--- src/core/spm_pkg.sv ---
// Shared constants for the serial message link: framing bytes, type codes,
// lengths, reset kinds and the controller's register map.
// Assumes both ends are compiled against this one package.
package spm_pkg;
	// ========================================
	// Framing
	localparam logic [7:0] SOF_BYTE       = 8'hfb;
	localparam logic [3:0] DIR_CMD        = 4'h0;
	localparam logic [3:0] DIR_REPLY      = 4'h1;
	localparam logic [3:0] DIR_EVENT      = 4'h2;
	localparam int         TYPE_EVENT_BIT = 5;
	localparam int         TYPE_REPLY_BIT = 4;
	// ========================================
	// Message codes (low nibble of the type byte)
	localparam logic [3:0] CODE_ENTRY     = 4'h0;
	localparam logic [3:0] CODE_EXIT      = 4'h1;
	localparam logic [3:0] CODE_RESET     = 4'h2;
	localparam logic [3:0] CODE_REG_READ  = 4'h3;
	localparam logic [3:0] CODE_TRANSMIT  = 4'h5;
	localparam logic [3:0] CODE_ERROR     = 4'h7;
	// ========================================
	// Length bytes
	localparam logic [7:0] LEN_ENTRY      = 8'h07;
	localparam logic [7:0] LEN_NOARG      = 8'h01;
	localparam logic [7:0] LEN_RESET      = 8'h02;
	localparam logic [7:0] LEN_REG_READ   = 8'h04;
	localparam logic [7:0] LEN_TX_MIN     = 8'h04;
	// ========================================
	// Reset kinds and error codes
	localparam logic [7:0] RESET_NORMAL   = 8'h00;
	localparam logic [7:0] RESET_SERIAL   = 8'h01;
	localparam logic [7:0] RESET_OTA      = 8'h02;
	localparam logic [7:0] ERR_FORMAT     = 8'h01;
	localparam logic [7:0] ERR_SIZE       = 8'h02;
	localparam int         EVT_MAX_BYTES  = 4;
	// ========================================
	// Controller register map (APB byte addresses)
	localparam logic [7:0] OFF_CMD        = 8'h00;
	localparam logic [7:0] OFF_ARG0       = 8'h04;
	localparam logic [7:0] OFF_ARG1       = 8'h08;
	localparam logic [7:0] OFF_STATUS     = 8'h0c;
	localparam logic [7:0] OFF_RXHDR      = 8'h10;
	localparam logic [7:0] OFF_RXD0       = 8'h14;
	localparam logic [7:0] OFF_RXD1       = 8'h18;

	function automatic logic [7:0] spm_mk_type(input logic [3:0] dir, input logic [3:0] code);
		return {dir, code};
	endfunction
endpackage

--- src/core/spm_if.sv ---
// Byte-stream link between the controller and the module, one byte per
// valid/ready handshake in each direction.
// Assumes both ends share one clock.
`timescale 1ns/1ps
interface spm_if;
	logic [7:0] h2d_data;
	logic       h2d_valid;
	logic       h2d_ready;
	logic [7:0] d2h_data;
	logic       d2h_valid;
	logic       d2h_ready;

	modport dev (input h2d_data, input h2d_valid, output h2d_ready,
		output d2h_data, output d2h_valid, input d2h_ready);
	modport host (output h2d_data, output h2d_valid, input h2d_ready,
		input d2h_data, input d2h_valid, output d2h_ready);
endinterface

--- src/core/spm_device.sv ---
// Module end of the serial message link: frame parser, command executor
// and reply/event framer.
// Assumes the user side answers register lookups combinationally on clk.
//
// Operation
// - Every frame begins with start byte 0xfb
// - Type high nibble: 0 command, 1 reply
// - Reply reuses command code, high nibble one
// - Event frames carry high nibble two
// - Events sent unprompted, independent of commands
// - Commands get replies, exit none; transmit reply gives status
// - Multi-byte arguments go least significant first
// - Arguments follow type byte, fixed order, unseparated
// - Entry command: length 7, type 0, key
// - Payload-free replies and exit use length 1
// - Reset command: type 2, length 2, kind
// - Kind 0 gives normal reset
// - Kind 1 resets into serial bootloader
// - Kind 2 resets into air bootloader
// - Reset answered by reply 0x12, length 1
// - Register read: type 3, length 4, offset
// - Read carries bank then size, one register
// - Size mismatch returns error, not contents
// - Length byte counts bytes after it
// - Type bits: 5 event, 4 reply, 3..0 code
// - Malformed register read returns error message
//
// The placing of the registers and the APB interface to the registers were chosen for this implementation.
`timescale 1ns/1ps
module spm_device import spm_pkg::*; #(
	parameter int          ARG_DEPTH = 8,
	parameter int          VAL_BYTES = 4,
	// Arbitrary entry key
	parameter logic [47:0] ENTRY_KEY = 48'h6b6579303031
) (
	input  wire logic              clk,
	input  wire logic              reset,
	spm_if.dev                     link,
	output      logic              proto_mode,
	output      logic              reset_req,
	output      logic [1:0]        reset_kind,
	output      logic [7:0]        reg_offset,
	output      logic [7:0]        reg_bank,
	input  wire logic [7:0]        reg_size_in,
	input  wire logic [31:0]       reg_value_in,
	output      logic              tx_req,
	output      logic [23:0]       tx_mac,
	input  wire logic              tx_done,
	input  wire logic [7:0]        tx_status,
	input  wire logic              evt_valid,
	input  wire logic [3:0]        evt_code,
	input  wire logic [2:0]        evt_nbytes,
	input  wire logic [31:0]       evt_data,
	output      logic              evt_ready
);
	localparam int IW  = $clog2(ARG_DEPTH);
	localparam int TXD = ARG_DEPTH + 3;
	localparam int TW  = $clog2(TXD + 1);

	typedef enum logic [2:0] {
		D_HUNT = 3'b000,
		D_LEN  = 3'b001,
		D_BODY = 3'b010,
		D_EXEC = 3'b011,
		D_REG  = 3'b100,
		D_TXW  = 3'b101
	} spm_dstate_e;

	spm_dstate_e pstate;
	logic [7:0]  rx_buf [ARG_DEPTH];
	logic [7:0]  rx_len;
	logic [7:0]  rx_cnt;
	logic [7:0]  tx_buf [TXD];
	logic [TW-1:0] tx_left;
	logic        tx_busy;
	logic        txd_seen;
	logic [7:0]  txd_stat;
	logic        h2d_fire;
	logic        key_ok;
	logic        size_ok;
	logic        rep_go;
	logic [7:0]  rep_type;
	logic [3:0]  rep_n;
	logic [7:0]  rep_arg [ARG_DEPTH];
	logic        exec_end;
	logic        enter_mode;
	logic        leave_mode;
	logic        fire_reset;
	logic        fire_tx;
	logic        to_reg;
	logic        ld_go;
	logic [7:0]  ld_type;
	logic [3:0]  ld_n;
	logic [7:0]  ld_arg [ARG_DEPTH];

	// ========================================
	// Parser
	assign link.h2d_ready = (pstate == D_HUNT) || (pstate == D_LEN) || (pstate == D_BODY);
	assign h2d_fire = link.h2d_valid && link.h2d_ready;
	// Key is a text string, so it is compared first byte first
	assign key_ok = {rx_buf[1], rx_buf[2], rx_buf[3], rx_buf[4], rx_buf[5], rx_buf[6]}
		== ENTRY_KEY;
	assign size_ok = (rx_buf[3] == reg_size_in) && (reg_size_in != 8'h00)
		&& (reg_size_in <= 8'(VAL_BYTES));

	always_ff @(posedge clk or posedge reset) begin
		if (reset) begin
			pstate <= D_HUNT;
			rx_len <= 8'h00;
			rx_cnt <= 8'h00;
			for (int i = 0; i < ARG_DEPTH; i++) rx_buf[i] <= 8'h00;
		end else begin
			case (pstate)
				D_HUNT: if (h2d_fire && link.h2d_data == SOF_BYTE) pstate <= D_LEN;
				D_LEN: if (h2d_fire) begin
					rx_len <= link.h2d_data;
					rx_cnt <= 8'h00;
					pstate <= (link.h2d_data == 8'h00) ? D_HUNT : D_BODY;
				end
				D_BODY: if (h2d_fire) begin
					// Bytes beyond the buffer are counted but dropped
					if (rx_cnt < 8'(ARG_DEPTH)) rx_buf[IW'(rx_cnt)] <= link.h2d_data;
					rx_cnt <= rx_cnt + 8'h01;
					if (rx_cnt == rx_len - 8'h01) pstate <= D_EXEC;
				end
				D_EXEC: begin
					if (to_reg) pstate <= D_REG;
					else if (fire_tx) pstate <= D_TXW;
					else if (exec_end) pstate <= D_HUNT;
				end
				D_REG, D_TXW: if (exec_end) pstate <= D_HUNT;
				default: pstate <= D_HUNT;
			endcase
		end
	end

	// ========================================
	// Executor
	always_comb begin
		rep_go = 1'b0;
		rep_type = 8'h00;
		rep_n = 4'h0;
		exec_end = 1'b0;
		enter_mode = 1'b0;
		leave_mode = 1'b0;
		fire_reset = 1'b0;
		fire_tx = 1'b0;
		to_reg = 1'b0;
		for (int i = 0; i < ARG_DEPTH; i++) rep_arg[i] = 8'h00;
		case (pstate)
			// Waits for the framer so a reply is never dropped
			D_EXEC: if (!tx_busy) begin
				exec_end = 1'b1;
				if (rx_buf[0][7:4] != DIR_CMD) begin
				end else if (!proto_mode) begin
					if (rx_buf[0][3:0] == CODE_ENTRY && rx_len == LEN_ENTRY && key_ok) begin
						enter_mode = 1'b1;
						rep_go = 1'b1;
						rep_type = spm_mk_type(DIR_REPLY, CODE_ENTRY);
					end
				end else begin
					case (rx_buf[0][3:0])
						CODE_ENTRY: begin
							rep_go = 1'b1;
							rep_type = spm_mk_type(DIR_REPLY, CODE_ENTRY);
						end
						CODE_EXIT: leave_mode = 1'b1;
						CODE_RESET: begin
							rep_go = 1'b1;
							if (rx_len == LEN_RESET && rx_buf[1] <= RESET_OTA) begin
								fire_reset = 1'b1;
								rep_type = spm_mk_type(DIR_REPLY, CODE_RESET);
							end else begin
								rep_type = spm_mk_type(DIR_EVENT, CODE_ERROR);
								rep_n = 4'h1;
								rep_arg[0] = ERR_FORMAT;
							end
						end
						CODE_REG_READ: begin
							if (rx_len == LEN_REG_READ) begin
								to_reg = 1'b1;
								exec_end = 1'b0;
							end else begin
								rep_go = 1'b1;
								rep_type = spm_mk_type(DIR_EVENT, CODE_ERROR);
								rep_n = 4'h1;
								rep_arg[0] = ERR_FORMAT;
							end
						end
						CODE_TRANSMIT: begin
							if (rx_len >= LEN_TX_MIN) begin
								fire_tx = 1'b1;
								exec_end = 1'b0;
							end else begin
								rep_go = 1'b1;
								rep_type = spm_mk_type(DIR_EVENT, CODE_ERROR);
								rep_n = 4'h1;
								rep_arg[0] = ERR_FORMAT;
							end
						end
						default: ;
					endcase
				end
			end
			D_REG: if (!tx_busy) begin
				exec_end = 1'b1;
				rep_go = 1'b1;
				if (size_ok) begin
					rep_type = spm_mk_type(DIR_REPLY, CODE_REG_READ);
					rep_n = 4'h3 + reg_size_in[3:0];
					rep_arg[0] = reg_offset;
					rep_arg[1] = reg_bank;
					rep_arg[2] = reg_size_in;
					for (int i = 0; i < VAL_BYTES; i++) rep_arg[3+i] = reg_value_in[8*i +: 8];
				end else begin
					rep_type = spm_mk_type(DIR_EVENT, CODE_ERROR);
					rep_n = 4'h1;
					rep_arg[0] = ERR_SIZE;
				end
			end
			D_TXW: if (!tx_busy && txd_seen) begin
				exec_end = 1'b1;
				rep_go = 1'b1;
				rep_type = spm_mk_type(DIR_REPLY, CODE_TRANSMIT);
				rep_n = 4'h1;
				rep_arg[0] = txd_stat;
			end
			default: ;
		endcase
		// Replies take the framer first; events fill the gaps
		ld_go = !tx_busy && (rep_go || evt_valid);
		ld_type = rep_go ? rep_type : spm_mk_type(DIR_EVENT, evt_code);
		ld_n = rep_go ? rep_n : ((evt_nbytes > 3'(EVT_MAX_BYTES)) ? 4'(EVT_MAX_BYTES)
			: {1'b0, evt_nbytes});
		for (int i = 0; i < ARG_DEPTH; i++) ld_arg[i] = rep_arg[i];
		if (!rep_go) begin
			for (int i = 0; i < EVT_MAX_BYTES; i++) ld_arg[i] = evt_data[8*i +: 8];
		end
	end

	assign evt_ready = !tx_busy && !rep_go;

	always_ff @(posedge clk or posedge reset) begin
		if (reset) proto_mode <= 1'b0;
		else if (enter_mode) proto_mode <= 1'b1;
		else if (leave_mode) proto_mode <= 1'b0;
	end

	always_ff @(posedge clk or posedge reset) begin
		if (reset) begin
			reset_req <= 1'b0;
			reset_kind <= 2'b00;
			tx_req <= 1'b0;
			tx_mac <= 24'h000000;
			reg_offset <= 8'h00;
			reg_bank <= 8'h00;
		end else begin
			reset_req <= fire_reset;
			// 0 normal, 1 serial bootloader, 2 air bootloader
			if (fire_reset) reset_kind <= rx_buf[1][1:0];
			tx_req <= fire_tx;
			if (fire_tx) tx_mac <= {rx_buf[3], rx_buf[2], rx_buf[1]};
			if (to_reg) begin
				reg_offset <= rx_buf[1];
				reg_bank <= rx_buf[2];
			end
		end
	end

	always_ff @(posedge clk or posedge reset) begin
		if (reset) begin
			txd_seen <= 1'b0;
			txd_stat <= 8'h00;
		end else if (fire_tx) begin
			txd_seen <= 1'b0;
		end else if (pstate == D_TXW && tx_done && !txd_seen) begin
			txd_seen <= 1'b1;
			txd_stat <= tx_status;
		end
	end

	// ========================================
	// Framer: shift register, head byte drives the link
	assign link.d2h_data = tx_buf[0];
	assign link.d2h_valid = tx_busy;

	always_ff @(posedge clk or posedge reset) begin
		if (reset) begin
			tx_busy <= 1'b0;
			tx_left <= '0;
			for (int i = 0; i < TXD; i++) tx_buf[i] <= 8'h00;
		end else if (ld_go) begin
			tx_buf[0] <= SOF_BYTE;
			tx_buf[1] <= {4'h0, ld_n} + LEN_NOARG;
			tx_buf[2] <= ld_type;
			for (int i = 0; i < ARG_DEPTH; i++) tx_buf[3+i] <= ld_arg[i];
			tx_left <= TW'(ld_n) + TW'(2);
			tx_busy <= 1'b1;
		end else if (tx_busy && link.d2h_ready) begin
			for (int i = 0; i < TXD - 1; i++) tx_buf[i] <= tx_buf[i+1];
			tx_buf[TXD-1] <= 8'h00;
			if (tx_left == '0) tx_busy <= 1'b0;
			else tx_left <= tx_left - TW'(1);
		end
	end
endmodule

--- src/flat_wrapper.sv ---
// flat-port wrapper written by rule: the top's interface ports become plain ports
module spm_device_flat import spm_pkg::*;
#(
	parameter int          ARG_DEPTH = 8,
	parameter int          VAL_BYTES = 4,
	                      
	parameter logic [47:0] ENTRY_KEY = 48'h6b6579303031
)
  (clk, reset, proto_mode, reset_req, reset_kind, reg_offset, reg_bank, reg_size_in, reg_value_in, tx_req, tx_mac, tx_done, tx_status, evt_valid, evt_code, evt_nbytes, evt_data, evt_ready, link_h2d_data, link_h2d_valid, link_h2d_ready, link_d2h_data, link_d2h_valid, link_d2h_ready);
  spm_if link_i ();
  input  wire logic clk;
  input  wire logic reset;
  output      logic proto_mode;
  output      logic reset_req;
  output      logic [1:0] reset_kind;
  output      logic [7:0] reg_offset;
  output      logic [7:0] reg_bank;
  input  wire logic [7:0] reg_size_in;
  input  wire logic [31:0] reg_value_in;
  output      logic tx_req;
  output      logic [23:0] tx_mac;
  input  wire logic tx_done;
  input  wire logic [7:0] tx_status;
  input  wire logic evt_valid;
  input  wire logic [3:0] evt_code;
  input  wire logic [2:0] evt_nbytes;
  input  wire logic [31:0] evt_data;
  output      logic evt_ready;
  input wire logic [$bits(link_i.h2d_data)-1:0] link_h2d_data;
  input wire logic [$bits(link_i.h2d_valid)-1:0] link_h2d_valid;
  output wire logic [$bits(link_i.h2d_ready)-1:0] link_h2d_ready;
  output wire logic [$bits(link_i.d2h_data)-1:0] link_d2h_data;
  output wire logic [$bits(link_i.d2h_valid)-1:0] link_d2h_valid;
  input wire logic [$bits(link_i.d2h_ready)-1:0] link_d2h_ready;
  assign link_i.h2d_data = link_h2d_data;
  assign link_i.h2d_valid = link_h2d_valid;
  assign link_h2d_ready = link_i.h2d_ready;
  assign link_d2h_data = link_i.d2h_data;
  assign link_d2h_valid = link_i.d2h_valid;
  assign link_i.d2h_ready = link_d2h_ready;
  spm_device #(.ARG_DEPTH(ARG_DEPTH), .VAL_BYTES(VAL_BYTES), .ENTRY_KEY(ENTRY_KEY)) u_core (.clk(clk), .reset(reset), .link(link_i), .proto_mode(proto_mode), .reset_req(reset_req), .reset_kind(reset_kind), .reg_offset(reg_offset), .reg_bank(reg_bank), .reg_size_in(reg_size_in), .reg_value_in(reg_value_in), .tx_req(tx_req), .tx_mac(tx_mac), .tx_done(tx_done), .tx_status(tx_status), .evt_valid(evt_valid), .evt_code(evt_code), .evt_nbytes(evt_nbytes), .evt_data(evt_data), .evt_ready(evt_ready));
endmodule
--- config.mk ---
export PLATFORM = sky130hd
export DESIGN_NAME = spm_device_flat
export DESIGN_NICKNAME = d
export VERILOG_FILES = /design/src/core/spm_pkg.sv /design/src/core/spm_if.sv /design/src/core/spm_device.sv /design/src/flat_wrapper.sv
export SDC_FILE = /design/constraint.sdc
export NUM_CORES = 1
export LEC_CHECK = 0
export BUFFER_PORTS_ARGS = -buffer_cell sky130_fd_sc_hd__buf_4
export CORE_ASPECT_RATIO = 0.75
export CORE_MARGIN = 2
export CORE_UTILIZATION = 30
export CTS_BUF_LIST = sky130_fd_sc_hd__clkbuf_16
export CTS_CLUSTER_DIAMETER = 150
export DETAILED_ROUTE_END_ITERATION = 10
export PLACE_DENSITY_LB_ADDON = 0.1
export SETUP_SLACK_MARGIN = 0.3
export SYNTH_ARGS = -nofsm -noshare
export SYNTH_HDL_FRONTEND = slang
export SYNTH_SLANG_ARGS = --single-unit
export TNS_END_PERCENT = 50
--- constraint.sdc ---
create_clock -name clk -period 8.9 [get_ports clk]
set_input_delay 0.89 -clock clk [delete_from_list [all_inputs] [get_ports clk]]
set_output_delay 0.89 -clock clk [all_outputs]
set_load 0.05 [all_outputs]
Yosys cells after proc, flatten, opt, wreduce, memory -nomap -nowiden
Index checks and enable logic that the tools add are counted.

Register bits: 230. Input port bits: 101. Output and inout bits: 56. Word-level logic and storage cells: 218.

$add $sub $neg: 6. Magnitude comparators: 7. Eq/ne operators: 21. Mux-type cells: 109. Bitwise logic cells: 2. Reduce and logical (&&, ||, !) cells: 40.

Operators by type and width (number): $mux W88 (2); $mux W8 (13); $mux W48 (2); $pmux W8 S3 (3); $bwmux W64 (1); $mux W56 (1); $mux W1 (52); $eq A48 B47 Y1 const B (1); $mux W4 (9); $mux W32 (1); $pmux W8 S4 (1); $demux W8 S3 (1); $mux W3 (8); $mux W6 (4); $pmux W4 S3 (2); $eq A8 B3 Y1 const B (2); $eq A8 B8 Y1 (2); $pmux W8 S2 (1); $pmux W3 S5 (1); $logic_and A1 B1 Y1 (14); $mux W5 (2); $reduce_bool A2 Y1 (5); $pmux W1 S3 (3); $add A8 B1 Y8 const B (1); other kinds (37) (53).

Logic depth before layout (Yosys ltp)
Depth after elaboration: 12. Gate-level depth with buffers: 14. Depth with buffers taken out: 14.

Least setup slack after synthesis
No wires, ideal clock.

Path kind: flip-flop to output port. Start point: reg u_core.tx_busy, in the netlist u_core.link.d2h_valid. End point: out evt_ready. Data arrival time: 2.447 ns. Data required time: 8.010 ns. Setup slack: 5.563 ns. Cell stages (with the launch flop): 8. Path buffers: 1. Cells stage by stage: dfrtp_1 buf_2 and4bb_2 nand3_1 o31ai_2 o211ai_2 nand2_1 nor2_1.

Word-level cells in the longest chain between the ends: 6. Elaborated cells on any way between the ends: 8. Those cells by class: mux (4); reduce/logical (4).

RTL lines: start, declared (line spm_device.sv:75) `logic tx_busy;`; start signal, assigned (line spm_device.sv:289) `tx_busy <= 1'b0;`; start signal, assigned (line spm_device.sv:298) `tx_busy <= 1'b1;`; start signal, assigned (line spm_device.sv:302) `if (tx_left == '0) tx_busy <= 1'b0;`; $logic_not A1 Y1; $logic_and A1 B1 Y1 (line spm_device.sv:221) `D_TXW: if (!tx_busy && txd_seen) begin`; $mux W1 (line spm_device.sv:221); $pmux W1 S3 (line spm_device.sv:150) `case (pstate)`; $logic_not A1 Y1; $logic_and A1 B1 Y1 (*) (line spm_device.sv:241) `assign evt_ready = !tx_busy && !rep_go;`; end, declared (line flat_wrapper.sv:28) `output logic evt_ready;`.

Mark *: on every way between the ends. The rest lies on a longest branch, timed or not.

Final worst setup path
Start point: reg u_core.rx_buf[41] (netlist bit). End point: out evt_ready.

Word-level cells in the longest chain between the ends: 9.

RTL lines: start, declared (line spm_device.sv:70) `logic [7:0] rx_buf [ARG_DEPTH];`; start signal, assigned by index (line spm_device.sv:122) `if (rx_cnt < 8'(ARG_DEPTH)) rx_buf[IW'(rx_cnt)] <= link.h2d_data;`; $eq A48 B47 Y1 (line spm_device.sv:102) `== ENTRY_KEY;`; $logic_and A1 B1 Y1 (line spm_device.sv:156) `if (rx_buf[0][3:0] == CODE_ENTRY && rx_len == LEN_ENTRY && key_ok) begin`; $mux W1 (line spm_device.sv:156); $mux W1 (line spm_device.sv:155) `end else if (!proto_mode) begin`; $mux W1 (line spm_device.sv:154) `if (rx_buf[0][7:4] != DIR_CMD) begin`; $mux W1 (line spm_device.sv:152) `D_EXEC: if (!tx_busy) begin`; $pmux W1 S3 (line spm_device.sv:150); $logic_not A1 Y1; $logic_and A1 B1 Y1 (line spm_device.sv:241).

Every way passes these cells.

==> results_dict.tcl <==
set metrics [dict create \
    cts_setup_buffers 0 \
    final_max_slew_viol_count 0 \
    port_buffers 156 \
    cts_sinks 214 \
    synth_area_um2 9990 \
    critPathLaunchType "flip-flop" \
    wl_per_cell_um 21.6 \
    initial_core_util 0.306 \
    syn_avg_cell_area_um2 11.4 \
    die_area_um2 34800 \
    synth_ff_type "dfrtp_1" \
    end_kind "output pin" \
    ys_types 67 \
    first_iter_violations 522 \
    p_comb_frac 0.264 \
    yosysSeqAreaShare 0.536 \
    fmax_ghz 0.255 \
    placed_area_um2 11500 \
    layout_setup_ws_ns 4.98 \
    cp_max_fo 5 \
    p_int_w 0.00222 \
    utilization 0.376 \
    ys_ff_latch 214 \
    final_area_um2 12300 \
    period_share 0.440 \
    grt_pass1_vias 7797 \
    tightest_slew_ns 1.06 \
    switching_share 0.352 \
    cts_hold_buf 0 \
    rows 57 \
    status "complete, no violations" \
    worstSkewPairLatency_ns 0.53 \
    first_pass_iters 5 \
    crit_arrival_ns 3.03 \
    n_fill_cell 3263 \
    post_drt_via_cell_ratio 5.15 \
    seq_power_share 0.456 \
    period_minus_slack_ns 3.92 \
    cap_viol_max_count 0 \
    clk_path_buf_depth 3 \
    track_usage 0.181 \
    leakage_nw 5.70 \
    cts.htree.levels 1 \
    cellPowerDensity_nw_per_um2 279 \
    clockRootBuffer "clkbuf_16" \
    fin_nets 1117 \
    crit_required_ns 8.01 \
    rsz0062_at_grt "no" \
    cts_tree "done" \
    ant_nets 0 \
    drive_above_1_share 0.327 \
    switchingPower_w 0.00120 \
    drc 0 \
    clock-skew-final_ns 0.0118 \
    cts_buffers 25 \
    wl_mm 31.7 \
    hold_violations 0 \
    pwr-share-clk 0.280 \
    grt_pass1_wl_mm 48.7 \
    synth_edf_count 0 \
    gr-total-overflow 0 \
    syn_inst 875 \
    io_pins 157 \
    tns_ns 0 \
    dpl_worst_slack_ns 5.41 \
    vias 7556 \
    die_y_um 162 \
    max_slew_margin 0.291 \
    hold_path_class "in2async" \
    critical_path_class "reg2out" \
    ctsResizeCount 0 \
    yosysWarnings 0 \
    die_w_um 215 \
    antenna_found_initial 0 \
    grt_max_degree 90 \
    area.growth.synth_to_final_pct 22.8 \
    hpwl_mm 22.2 \
    clk_pin_slew_ns 0.06 \
    setup_viol 0 \
    place_congestion 0.791 \
    diodes 0 \
    coreArea_um2 32600 \
    vdd_ir_drop_max_uv 132 \
    synthArstFlopShare 1.00 \
    syn_nets 985 \
]
-- power by group through the flow --
stage	sequential (W)	clock, W	combinational (W)
2_1_floorplan	0.00143	0	0.000744
3_3_place_gp	0.00158	0	0.000903
3_5_place_dp	0.00157	0	0.000912
4_1_cts	0.00156	0.000982	0.000914
5_1_grt	0.00160	0.00102	0.00102
6_report	0.00156	0.000957	0.000903
-- worst paths after layout --
path | start | endpoint | slack, ns | depth (start not counted)
min in group clk | u_core.tx_buf[73]$_DFFE_PP0P_ | u_core.tx_buf[73]$_DFFE_PP0P_ | 0.47 | 2
max reg2reg | u_core.rx_len[5]$_DFFE_PP0P_ | u_core.tx_left[3]$_DFFE_PP0P_ | 5.33 | 11
max in group asynchronous | reset | u_core.rx_buf[22]$_DFFE_PP0P_ | 7.11 | 3
min | reset | u_core.txd_stat[0]$_DFFE_PP0P_ | 0.43 | 2
min reg2reg | u_core.tx_buf[73]$_DFFE_PP0P_ | u_core.tx_buf[73]$_DFFE_PP0P_ | 0.47 | 2
max | u_core.rx_buf[41]$_DFFE_PP0P_ | evt_ready | 4.98 | 7
-- sequential cells by signal, indices dropped and copies added, names as in the netlist, 3 cells and up --
register / cells
u_core.reg_offset: 8
u_core.link.d2h_data: 8
u_core.tx_mac: 24
u_core.pstate: 3
u_core.txd_stat: 8
u_core.rx_cnt: 8
u_core.tx_buf: 72
u_core.rx_len: 8
u_core.tx_left: 4
u_core.reg_bank: 8
u_core.rx_buf: 56
-- placed cells by master, fill, tap and decap left out, drive strengths merged, types with 25 or more instances in the layout --
cell / n
dfrtp: 214
nand2: 78
o21ai: 57
a22oi: 51
nor2: 47
a21oi: 31
buf: 167
mux2: 112
inv: 25
clkbuf: 25
-- layout make-up --
cell class	instances	area (µm²)	share of cell area
clock buffers	25	626	0.0510
clock inverters	20	124	0.0101
inverters	20	82.6	0.00674
multi-input cells	579	4270	0.348
flip-flops and latches	214	5360	0.437
well taps	442	553	0.0451
repair buffers	167	1250	0.102
-- cells in the mapped netlist (all sizes together) (10+ instances only) --
cell type,instances,share of area
inv,20,0.0075
nor4,10,0.0075
a22o,15,0.013
nand3,19,0.0095
nor3,15,0.0095
mux2,112,0.13
o21ai,57,0.029
nand2,78,0.029
a222oi,10,0.010
a22oi,51,0.038
dfrtp,214,0.54
a21oi,31,0.016
clkbuf,30,0.011
nor2,47,0.018
xnor2,13,0.011
xor2,12,0.011
buf,32,0.021
-- metal layers --
metal  routed length [µm]  vias up  GRT usage
met5                    0        -          0
met4                  606        0     0.0410
met3                 1560       39     0.0311
met2                12900      207      0.254
met1                16600     3828      0.287
li1                     -     3482          -
-- stage by stage --
step	hold WS [ns]	std cells	power [W]
final	0.433	1467	0.00342
after global routing	0.485	1467	0.00364
after CTS	0.466	1467	0.00345
after detailed placement	0.458	1422	0.00248
after global placement	0.457	1422	0.00248
after floorplan	0.439	875	0.00218
-- cells by family (layout without fill, tap and decap cells) --
logic type / Yosys count / after routing / synth area share
DFF: 214 / 214 / 0.536
muxes: 114 / 114 / 0.128
AOI/OAI and AO/OA: 206 / 206 / 0.145
adders and majority gates: 9 / 9 / 0.0113
xor gates and xnor gates: 25 / 25 / 0.0219
and+or+nand+nor: 225 / 225 / 0.117
buffers and inverters: 82 / 232 / 0.0402
-- worst max-delay path, stage by stage (launching register included) --
cell and delay (ns):
dfrtp_1 0.42, nor4bb_1 0.32, nand4_1 0.21, nor4_2 0.70, o211ai_2 0.30, nand2_1 0.28, nor2_1 0.06, buf_4 0.21
Power figures use the tool's default switching activity.
